`config.mk`:
```
export PLATFORM = sky130hd
export DESIGN_NAME = lcad_core
export DESIGN_NICKNAME = d
export VERILOG_FILES = /design/src/lcad_pkg.sv /design/src/lcad_core.sv
export SDC_FILE = /design/constraint.sdc
export NUM_CORES = 1
export LEC_CHECK = 0
export ABC_CLOCK_PERIOD_IN_PS = 5210
export BUFFER_PORTS_ARGS = -buffer_cell sky130_fd_sc_hd__buf_2
export CORE_MARGIN = 5
export CORE_UTILIZATION = 55
export DETAILED_ROUTE_END_ITERATION = 12
export PLACE_DENSITY = 0.86
export REMOVE_ABC_BUFFERS = 1
export SYNTH_ARGS = -nofsm -noshare
export SYNTH_HDL_FRONTEND = slang
export SYNTH_SLANG_ARGS = --single-unit
```
`constraint.sdc`:
```
create_clock -name clk -period 5.21 [get_ports clk]
set_input_delay 1.042 -clock clk [delete_from_list [all_inputs] [get_ports clk]]
set_output_delay 1.042 -clock clk [all_outputs]
set_load 0.01 [all_outputs]
```
`src/lcad_pkg.sv`:
```
// package for the host-port channel address decode block
// assumes one 200 MHz clock shared by the bus slave and the host-cycle port
`default_nettype none

package lcad_pkg;

  // ==========================================================
  // apb register map (byte addresses)
  localparam logic [7:0] OFF_CH2_BASE  = 8'h00;
  localparam logic [7:0] OFF_CH3_HIGH  = 8'h04;
  localparam logic [7:0] OFF_CH3_LOW   = 8'h08;
  localparam logic [7:0] OFF_CH4_HIGH  = 8'h0c;
  localparam logic [7:0] OFF_CH4_LOW   = 8'h10;
  localparam logic [7:0] OFF_ENABLE    = 8'h14;
  localparam logic [7:0] OFF_CH_STATUS = 8'h24;
  localparam logic [7:0] OFF_IRQ_STAT  = 8'h34;
  localparam logic [7:0] OFF_IRQ_MASK  = 8'h38;
  // per channel 2, 3, 4: input byte and output byte
  localparam logic [2:0][7:0] OFF_IN_BYTE  = {8'h20, 8'h1c, 8'h18};
  localparam logic [2:0][7:0] OFF_OUT_BYTE = {8'h30, 8'h2c, 8'h28};
  // bidirectional window: paddr[7:6] == BIDIR_PAGE, index in paddr[5:2]
  localparam logic [1:0]      BIDIR_PAGE = 2'h1;

  // ==========================================================
  // reset values
  localparam logic [15:0] RST_CH2_BASE = 16'h0062;
  localparam logic [7:0]  RST_BASE_BYTE = 8'h00;

  // ==========================================================
  // field positions
  localparam int BIT_BIDIR_EN  = 0;  // in chan3 low register
  localparam int BIT_CMD_DATA  = 2;  // host address bit: 1 = command
  localparam int BIT_STS_CD    = 3;  // host status byte
  localparam int BIT_STS_IBF   = 1;  // host status byte
  localparam int STS_CD_LSB    = 4;  // slave channel status register
  localparam int IRQ_MAILBOX   = 3;  // irq bit for mailbox writes

  // match masks: one bits take part in the compare
  localparam logic [15:0] MASK_CHAN  = 16'hfffb;
  localparam logic [15:0] MASK_BIDIR = 16'hfff0;

  // ==========================================================
  // host-cycle carriers
  typedef struct packed {
    logic        valid;
    logic        write;
    logic [15:0] addr;
    logic [7:0]  data;
  } lcad_hreq_t;

  typedef struct packed {
    logic       claim;
    logic [7:0] data;
  } lcad_hrsp_t;

  typedef struct packed {
    logic [15:0]      ch2_base;
    logic [7:0]       ch3_high;
    logic [7:0]       ch3_low;
    logic [7:0]       ch4_high;
    logic [7:0]       ch4_low;
    logic [2:0]       enable;
    logic [2:0][7:0]  in_byte;
    logic [2:0]       ibf;
    logic [2:0]       cmd_data;
    logic [2:0][7:0]  out_byte;
    logic [15:0][7:0] bidir;
    logic [7:0]       s2h_mailbox;
    logic [3:0]       irq_stat;
    logic [3:0]       irq_mask;
    logic [31:0]      prdata;
    lcad_hrsp_t       hrsp;
  } lcad_state_t;

endpackage

`default_nettype wire

```
`src/lcad_core.sv`:
```
// host-port address decode: channels 2 to 4, input bytes, bidir window
// assumes the host-cycle port is driven by lpc cycle logic on clk
//
// Function
// - ch2/ch4 write loads input byte; bit2 picks data/command, output/status
// - ch3 enable on means every host address is compared with ch3 base
// - ch3 input/output/status match takes base bit0 as zero, ignores bit2
// - bidir match inverts base bit4, ignores bits 3..0; they pick register
// - bidir enable bit gates host access to the bidir window, not slave access
// - offset zero: host writes host_to_slave, reads slave_to_host mailbox
// - offsets one to fifteen select bidir bytes both ways
// - ch3 address fields are slave writable and reset to zero
// - ch4 base bit2 takes no part in matching
// - input bytes are eight bits, slave reads only, host writes only
// - host write byte lands in the register its address selected
// - each input byte write captures address bit2 into command/data bit
// - input bytes have no reset value
// - command/data bit reads zero for data, one for command
// - input buffer full sets on host write, clears on slave read
`default_nettype none

module lcad_core (
  input  wire logic                 clk,
  input  wire logic                 reset_n,
  input  wire logic                 psel,
  input  wire logic                 penable,
  input  wire logic                 pwrite,
  input  wire logic [7:0]           paddr,
  input  wire logic [31:0]          pwdata,
  output logic      [31:0]          prdata,
  output logic                      pready,
  output logic                      pslverr,
  input  wire lcad_pkg::lcad_hreq_t hreq,
  output lcad_pkg::lcad_hrsp_t      hrsp,
  output logic                      irq
);

  // ==========================================================
  // helpers
  function automatic logic fn_match(input logic [15:0] base,
                                    input logic [15:0] addr,
                                    input logic [15:0] mask);
    fn_match = ((base ^ addr) & mask) == 16'h0000;
  endfunction

  function automatic logic fn_mapped(input logic [7:0] a);
    logic hit;
    hit = (a == lcad_pkg::OFF_CH2_BASE) || (a == lcad_pkg::OFF_CH3_HIGH) ||
          (a == lcad_pkg::OFF_CH3_LOW)  || (a == lcad_pkg::OFF_CH4_HIGH) ||
          (a == lcad_pkg::OFF_CH4_LOW)  || (a == lcad_pkg::OFF_ENABLE)   ||
          (a == lcad_pkg::OFF_CH_STATUS) ||
          (a == lcad_pkg::OFF_IRQ_STAT) || (a == lcad_pkg::OFF_IRQ_MASK) ||
          (a[7:6] == lcad_pkg::BIDIR_PAGE);
    for (int k = 0; k < 3; k++) begin
      hit = hit || (a == lcad_pkg::OFF_IN_BYTE[k]) ||
            (a == lcad_pkg::OFF_OUT_BYTE[k]);
    end
    fn_mapped = hit;
  endfunction

  lcad_pkg::lcad_state_t st;
  lcad_pkg::lcad_state_t next_st;

  // ==========================================================
  // host address decode
  logic [15:0] ch3_base;
  logic [15:0] bidir_base;
  logic [2:0]  chan_match;
  logic        bidir_match;
  logic [2:0]  chan_hit;
  logic        bidir_hit;
  logic [3:0]  bidir_idx;

  always_comb begin
    ch3_base   = {st.ch3_high, st.ch3_low[7:1], 1'b0};
    bidir_base = {st.ch3_high, st.ch3_low[7:5], ~st.ch3_low[4],
                  st.ch3_low[3:0]};
    chan_match[0] = st.enable[0] &&
                    fn_match(st.ch2_base, hreq.addr, lcad_pkg::MASK_CHAN);
    chan_match[1] = st.enable[1] &&
                    fn_match(ch3_base, hreq.addr, lcad_pkg::MASK_CHAN);
    chan_match[2] = st.enable[2] &&
                    fn_match({st.ch4_high, st.ch4_low}, hreq.addr,
                             lcad_pkg::MASK_CHAN);
    bidir_match   = st.enable[1] && st.ch3_low[lcad_pkg::BIT_BIDIR_EN] &&
                    fn_match(bidir_base, hreq.addr,
                             lcad_pkg::MASK_BIDIR);
    // overlapping bases are a software fault; lowest channel wins anyway
    chan_hit[0] = chan_match[0];
    chan_hit[1] = chan_match[1] && !chan_match[0];
    chan_hit[2] = chan_match[2] && !(|chan_match[1:0]);
    bidir_hit   = bidir_match && !(|chan_match);
    bidir_idx   = hreq.addr[3:0];
  end

  // ==========================================================
  // apb slave: zero wait states, read data latched in setup phase
  logic apb_setup;
  logic apb_acc;
  logic apb_wr;
  logic apb_rd_edge;
  logic [3:0] apb_idx;

  assign apb_setup   = psel && !penable;
  assign apb_acc     = psel && penable;
  assign apb_wr      = apb_acc && pwrite && fn_mapped(paddr);
  // the read is done at the setup edge so prdata and the clear agree
  assign apb_rd_edge = apb_setup && !pwrite;
  assign apb_idx     = paddr[5:2];
  assign pready      = 1'b1;
  assign pslverr     = apb_acc && !fn_mapped(paddr);

  always_comb begin
    next_st           = st;
    next_st.hrsp      = '0;
    // ---------------- slave register reads
    if (apb_setup) begin
      next_st.prdata = 32'h0000_0000;
      case (paddr)
        lcad_pkg::OFF_CH2_BASE:  next_st.prdata[15:0] = st.ch2_base;
        lcad_pkg::OFF_CH3_HIGH:  next_st.prdata[7:0]  = st.ch3_high;
        lcad_pkg::OFF_CH3_LOW:   next_st.prdata[7:0]  = st.ch3_low;
        lcad_pkg::OFF_CH4_HIGH:  next_st.prdata[7:0]  = st.ch4_high;
        lcad_pkg::OFF_CH4_LOW:   next_st.prdata[7:0]  = st.ch4_low;
        lcad_pkg::OFF_ENABLE:    next_st.prdata[2:0]  = st.enable;
        lcad_pkg::OFF_CH_STATUS: begin
          next_st.prdata[2:0] = st.ibf;
          next_st.prdata[lcad_pkg::STS_CD_LSB +: 3] = st.cmd_data;
        end
        lcad_pkg::OFF_IRQ_STAT:  next_st.prdata[3:0]  = st.irq_stat;
        lcad_pkg::OFF_IRQ_MASK:  next_st.prdata[3:0]  = st.irq_mask;
        default: begin
          if (paddr[7:6] == lcad_pkg::BIDIR_PAGE) begin
            next_st.prdata[7:0] = st.bidir[apb_idx];
          end
          for (int k = 0; k < 3; k++) begin
            if (paddr == lcad_pkg::OFF_IN_BYTE[k]) begin
              next_st.prdata[7:0] = st.in_byte[k];
            end
            if (paddr == lcad_pkg::OFF_OUT_BYTE[k]) begin
              next_st.prdata[7:0] = st.out_byte[k];
            end
          end
        end
      endcase
    end
    // slave read of an input byte empties the buffer
    for (int k = 0; k < 3; k++) begin
      if (apb_rd_edge && paddr == lcad_pkg::OFF_IN_BYTE[k]) begin
        next_st.ibf[k] = 1'b0;
      end
    end
    // ---------------- slave register writes
    if (apb_wr) begin
      case (paddr)
        lcad_pkg::OFF_CH2_BASE:  next_st.ch2_base = pwdata[15:0];
        lcad_pkg::OFF_CH3_HIGH:  next_st.ch3_high = pwdata[7:0];
        lcad_pkg::OFF_CH3_LOW:   next_st.ch3_low  = pwdata[7:0];
        lcad_pkg::OFF_CH4_HIGH:  next_st.ch4_high = pwdata[7:0];
        lcad_pkg::OFF_CH4_LOW:   next_st.ch4_low  = pwdata[7:0];
        lcad_pkg::OFF_ENABLE:    next_st.enable   = pwdata[2:0];
        lcad_pkg::OFF_IRQ_STAT:
          next_st.irq_stat = st.irq_stat & ~pwdata[3:0];
        lcad_pkg::OFF_IRQ_MASK:  next_st.irq_mask = pwdata[3:0];
        default: begin
          if (paddr[7:6] == lcad_pkg::BIDIR_PAGE) begin
            if (apb_idx == 4'h0) begin
              next_st.s2h_mailbox = pwdata[7:0];
            end else begin
              next_st.bidir[apb_idx] = pwdata[7:0];
            end
          end
          for (int k = 0; k < 3; k++) begin
            if (paddr == lcad_pkg::OFF_OUT_BYTE[k]) begin
              next_st.out_byte[k] = pwdata[7:0];
            end
          end
        end
      endcase
    end
    // ---------------- host cycles; placed last so a set beats a clear
    if (hreq.valid && (|chan_hit || bidir_hit)) begin
      next_st.hrsp.claim = 1'b1;
      for (int k = 0; k < 3; k++) begin
        if (chan_hit[k] && hreq.write) begin
          next_st.in_byte[k]  = hreq.data;
          next_st.cmd_data[k] = hreq.addr[lcad_pkg::BIT_CMD_DATA];
          next_st.ibf[k]      = 1'b1;
          next_st.irq_stat[k] = 1'b1;
        end
        if (chan_hit[k] && !hreq.write) begin
          if (hreq.addr[lcad_pkg::BIT_CMD_DATA]) begin
            next_st.hrsp.data = 8'h00;
            next_st.hrsp.data[lcad_pkg::BIT_STS_CD]  = st.cmd_data[k];
            next_st.hrsp.data[lcad_pkg::BIT_STS_IBF] = st.ibf[k];
          end else begin
            next_st.hrsp.data = st.out_byte[k];
          end
        end
      end
      if (bidir_hit) begin
        if (hreq.write) begin
          // host wins a same-cycle collision with a slave write
          next_st.bidir[bidir_idx] = hreq.data;
          if (bidir_idx == 4'h0) begin
            next_st.irq_stat[lcad_pkg::IRQ_MAILBOX] = 1'b1;
          end
        end else if (bidir_idx == 4'h0) begin
          next_st.hrsp.data = st.s2h_mailbox;
        end else begin
          next_st.hrsp.data = st.bidir[bidir_idx];
        end
      end
    end
  end

  // ==========================================================
  // state register; input bytes and bidir bytes keep no reset value
  always_ff @(posedge clk) begin
    st <= next_st;
    if (!reset_n) begin
      st.ch2_base    <= lcad_pkg::RST_CH2_BASE;
      st.ch3_high    <= lcad_pkg::RST_BASE_BYTE;
      st.ch3_low     <= lcad_pkg::RST_BASE_BYTE;
      st.ch4_high    <= lcad_pkg::RST_BASE_BYTE;
      st.ch4_low     <= lcad_pkg::RST_BASE_BYTE;
      st.enable      <= '0;
      st.ibf         <= '0;
      st.cmd_data    <= '0;
      st.s2h_mailbox <= '0;
      st.irq_stat    <= '0;
      st.irq_mask    <= '0;
      st.prdata      <= '0;
      st.hrsp        <= '0;
    end
  end

  assign prdata = st.prdata;
  assign hrsp   = st.hrsp;
  assign irq    = |(st.irq_stat & st.irq_mask);
endmodule

`default_nettype wire

```
# --- After elaboration in Yosys (flattened, before gate mapping) ---
# Index checks and enable logic that the tools add are counted.
# Widths: inputs -> output; s select.
totals:
  input_bits: 71
  ff_bits: 274
  elab_cells: 204
  output_inout_bits: 44
op_classes:
  eq_ne: 15
  n_mux: 59
  magnitude_cmp: 4
  bitwise: 9
  n_reduce_logical: 79
op_table:
  columns: ["cell", "n"]
  rows:
  - ["$mux 128", 4]
  - ["$mux 136", 2]
  - ["$bwmux 128", 2]
  - ["$mux 8", 22]
  - ["$mux 144", 1]
  - ["$bmux 8 s4", 2]
  - ["$demux 8 s4", 2]
  - ["$logic_not 16->1", 4]
  - ["$xor 16x16->16", 4]
  - ["$eq 8x6->1 const B", 7]
  - ["$eq 8x5->1 const B", 4]
  - ["$pmux 3 s9", 1]
  - ["$logic_and 1x1->1", 26]
  - ["$reduce_and 2->1", 11]
  - ["$pmux 3 s7", 1]
  - ["$eq 8x4->1 const B", 2]
  - ["$logic_or 1x1->1", 16]
  - ["$mux 1", 15]
  - ["$mux 4", 3]
  - ["$lt 4x5->1 const B", 2]
  - ["$mux 9", 1]
  - ["$reduce_and 3->1", 3]
  - ["$reduce_or 3->1", 3]
  - ["$and 4x4->4", 2]
  - ["other kinds (15)", 26]

# --- Longest topological paths before layout ---
depth:
  ltp_word: 22
  mapped_depth: 10

# --- Least setup slack after synthesis ---
# No wires, ideal clock.
synth_timing:
  path_kind: "in2out"
  startpoint: "in paddr[3]"
  endpoint: "out pslverr"
  slack_ns: 1.653
  required_time_ns: 4.168
  arrival_ns: 2.515
  cell_stages: 7
  path_cell_list: "buf_2 > buf_2 > buf_1 > a21oi_1 > o21ai_1 > nand3_1 > nor2_1"
synth_via:
  elab_chain_len: 18
  word_cells_on_any_way: 32
  cone_classes: "eq/ne (14); reduce/logical (18)"
synth_rtl:
  columns: ["item", "line_no", "text"]
  rows:
  - ["start: declaration", "lcad_core.sv:28", "input wire logic [7:0] paddr,"]
  - ["$eq 8x3->1 / $logic_not 8->1 (equally long branches)", "lcad_core.sv:48", "hit = (a == lcad_pkg::OFF_CH2_BASE) || (a == lcad_pkg::OFF_CH3_HIGH) ||"]
  - ["$logic_or 1x1->1 (2 in series)", "lcad_core.sv:48", null]
  - ["$logic_or 1x1->1 (2 in series)", "lcad_core.sv:49", "(a == lcad_pkg::OFF_CH3_LOW) || (a == lcad_pkg::OFF_CH4_HIGH) ||"]
  - ["$logic_or 1x1->1 (2 in series)", "lcad_core.sv:50", "(a == lcad_pkg::OFF_CH4_LOW) || (a == lcad_pkg::OFF_ENABLE) ||"]
  - ["$logic_or 1x1->1", "lcad_core.sv:51", "(a == lcad_pkg::OFF_CH_STATUS) ||"]
  - ["$logic_or 1x1->1 (2 in series)", "lcad_core.sv:52", "(a == lcad_pkg::OFF_IRQ_STAT) || (a == lcad_pkg::OFF_IRQ_MASK) ||"]
  - ["$logic_or 1x1->1 (5 in series)", "lcad_core.sv:55", "hit = hit || (a == lcad_pkg::OFF_IN_BYTE[k]) ||"]
  - ["$logic_or 1x1->1 *", "lcad_core.sv:55", null]
  - ["$logic_not 1->1 *", "lcad_core.sv:111", "assign pslverr = apb_acc && !fn_mapped(paddr);"]
  - ["$logic_and 1x1->1 *", "lcad_core.sv:111", null]
  - ["end: declaration", "lcad_core.sv:32", "output logic pslverr,"]
# Mark *: on every way between the ends. The rest lies on a longest branch, timed or not.

# --- Worst setup path after layout ---
layout_timing:
  startpoint: "in paddr[4]"
  endpoint: "out pslverr"
# The elaborated chain is that of the path after synthesis.

==> summary.md <==
| Metric | Value |
|---|---|
| Outcome | completed |
| DRT Pass-1 Iters | 7 |
| Critical Path Fanout Max | 30 |
| TritonCTS buffer count | 27 |
| Yosys top cell area share | 30.1% |
| Worst-margin pin slew | roughly 1.3 ns |
| FFs w/ async S/R, synth | 0% |
| # H-tree levels | 1 |
| Crit path launch type | input pin |
| Clk pin slew, worst setup/hold paths | about 0.06 ns |
| IO buf count | just over 80 |
| Worst-Skew Late Latency | 0.55 ns |
| Cts hold-fix bufs | 0 |
| WP buf/inv | 2 |
| Cell family with most CP delay | buffers and inverters |
| Fmax | roughly 240 MHz |
| Leak pwr | a little under 6 nW |
| HP Class | reg2reg |
| Number of remaining DRC errors | 0 |
| DP Area | about 15000 µm² |
| Min Tclk post-route | 4.13 ns |
| Most frequent cells after synthesis | dfxtp_1 (226), a21oi_1 (160), mux2i_1 (149) |
| Final Util | between 50% and 60% |
| Setup TNS | 0 ns |
| Clock Tree Buf Depth | 3 |
| Max-slew headroom | about an eighth |
| Global-route wire length before repair | approximately 70 mm |
| DIE WIDTH | around 180 µm |
| Layout cells sized above 1 | 15.3% |
| Multi-input gate area | a little over 8000 µm² |
| Main flop type after synthesis | dfxtp_1 |
| Worst path cell trace | buf_2 > or2_2 > o21ai_0 > o21ai_1 > nand3_1 > nor2_1 > buf_2 |
| Initial Util | ~56% |
| Most frequent cell after synthesis | dfxtp_1 |
| Power density over the cells | roughly 290 nW/µm² |
| Tot GR Track Use | 28.5% |
| # IOs | ~120 |
| FF/Latch Area | around 6000 µm² |
| EDFF count, synth | 48 |
| Syn-to-layout area delta | 6.57% |
| Cell Area, Synth | between 15000 and 20000 µm² |
| Crit path to | pslverr |
| Worst Setup End Kind | output pin |
| Num Clock Sinks | 274 |
| Sequential element share of the synthesized area | 39.7% |
| Most used cell, CP | buf_2 |
| Largest net degree at the start of global routing | 90 |
| Fillcell total | 2207 |
| Core area | between 20000 and 30000 µm² |
| Post-cts resize count | 0 |
| Chip height | around 180 µm |
| Post-route cell area | about 16000 µm² |
| Synth area leaders | dfxtp_1 (30%), mux2i_1 (9.9%), edfxtp_1 (9.6%), mux4_2 (8.4%), a21oi_1 (5.3%) |
| WP data required | ~4.2 ns |
| Post-DR vias/cell | about 6.7 |
| Final setup viols | 0 |
| Grt ovf | 0 |
| Period utilization | about four fifths |
| CP Depth | 7 |
| Ys Warns | 0 |
| RSZ-0062 raised after global routing | no |
| CTS tree | yes |
| Initial antenna violation count | 3 |
| GPL Wtd Cong | 0.971 |
| Final hold vios | 0 |
| CP arrival | approximately 3.1 ns |
| Worst r2r src | ch3_base[4]$_SDFFE_PN0P_ |
| Routed WL per cell | between 20 and 25 µm |
| Critical Path Max Stage Delay | about 0.61 ns |
| Post-CTS setup buffers | 0 |
| R2r setup slk | 1.84 ns |
| FF-to-FF End | st[123]$_DFF_P_ |
| Die Area | between 30000 and 40000 µm² |
| Critical path class | in2out |
| Distinct cells, synth | 69 |
| Final ANT Viol Nets | 0 |
| Worst VDD drop | approximately 0.28 mV |
| Biggest area consumer among synthesized cells | dfxtp_1 |
| Pre-CTS WS | ~1.2 ns |
| R2R cell count | 6 |
| Fin nets | 1605 |
| Slowest cell on crit path | o21ai_1 |
| WHS Path Cells | 2 |
| Vias in the first global route | about 12000 |
| Skew final | between 0.01 and 0.015 ns |
| Dpl hpwl | about 30 mm |
| 1st-iter DRT viols | between 1500 and 2000 |
| Clock root buffer | clkbuf_16 |
| Yosys reg bits | between 200 and 300 |
| Synth Instances | between 1500 and 2000 |
| Max-cap violations | 0 |
| CP startpoint | paddr[4] |
| Final Max Tran Viols | 0 |
| Total number of vias | 12700 |
| Post-Syn Area per Cell | a little under 10 µm² |
| Final wirelength | between 40 and 50 mm |
| Worst Slack Setup Final | ~1.1 ns |
| # rows | 60 |
[layer usage]
layer  GRT usage [%]  vias up  routed length [µm]
met5               0        -                  13
met4            12.7        2                2600
li1                -     5602                   -
met1            37.7     5962               17100
met3            7.43      197                5830
met2            44.2      940               19900
[metrics by stage]
step	total power [W]	std cells	hold WS (ns)
floorplan	0.00248	1406	0.440
global placement	0.00268	1846	0.447
detailed placement	0.00270	1846	0.454
CTS	0.00462	1893	0.462
global route	0.00476	1894	0.484
finish	0.00463	1895	0.459
[worst min-delay path: cells and delay by family (launching register included)]
kind	cells	cell delay, ns
flops	1	0.30
compound gates	1	0.06
simple gates	1	0.05
[logic make-up (layout without fill, tap and decap cells)]
kind of cell / Yosys count / after routing / share of synthesized area [%]
xor gates and xnor gates: 44 / 44 / 2.61
DFF: 274 / 274 / 39.7
muxes: 218 / 218 / 19.3
other: 2 / 19 / 0.0499
buffers and inverters: 163 / 147 / 6.10
AOI/OAI and AO/OA: 364 / 364 / 15.3
and+or+nand+nor: 488 / 488 / 17.0
[cells in the final DEF, fill, tap and decap left out, types with 13 or more instances in the layout]
cell	n
o21ai_0	16
nand4_1	27
mux2i_1	149
mux2_2	13
a221oi_1	15
clkbuf_16	27
edfxtp_1	48
buf_4	18
a211oi_1	18
nor2b_1	16
nor2_1	147
nand3_1	75
mux4_2	56
conb_1	17
nand2_1	139
and2_1	20
buf_2	81
dfxtp_1	226
a21oi_1	160
xnor2_1	39
a21boi_0	70
[power by group]
| part | leakage [nW] | switching [W] | internal, W | total [W] |
|---|---|---|---|---|
| Clock | 0.436 | 0.000811 | 0.00114 | 0.00195 |
| Combinational | 3.16 | 0.000269 | 0.000160 | 0.000429 |
| Sequential | 2.26 | 0.0000441 | 0.00220 | 0.00225 |
[cell type report]
| type | instances | area share (%) |
|---|---|---|
| sequential | 274 | 37.2 |
| clock buffer | 41 | 4.95 |
| multi-input combinational | 1131 | 51.3 |
| tap | 341 | 2.66 |
| clock inverter | 6 | 0.499 |
| antenna | 2 | 0.0312 |
| inverter | 1 | 0.0234 |
| timing repair buffer | 99 | 3.37 |
[sequential cells by signal, indices dropped and copies added, names as in the netlist]
register / count
bidir_base: 15
ch3_base: 1
hrsp: 9
prdata: 16
st: 233
[worst min path at each step]
stage	startpoint	to	slack, ns
2_1_floorplan	st[49]$_SDFFE_PN0P_	st[49]$_SDFFE_PN0P_	0.44
3_3_place_gp	prdata[10]$_SDFFE_PN0P_	prdata[10]$_SDFFE_PN0P_	0.45
3_5_place_dp	prdata[12]$_SDFFE_PN0P_	prdata[12]$_SDFFE_PN0P_	0.45
4_1_cts	prdata[12]$_SDFFE_PN0P_	prdata[12]$_SDFFE_PN0P_	0.46
5_1_grt	prdata[11]$_SDFFE_PN0P_	prdata[11]$_SDFFE_PN0P_	0.48
6_report	prdata[12]$_SDFFE_PN0P_	prdata[12]$_SDFFE_PN0P_	0.46
No activity file was read; power rests on OpenSTA's default activity.
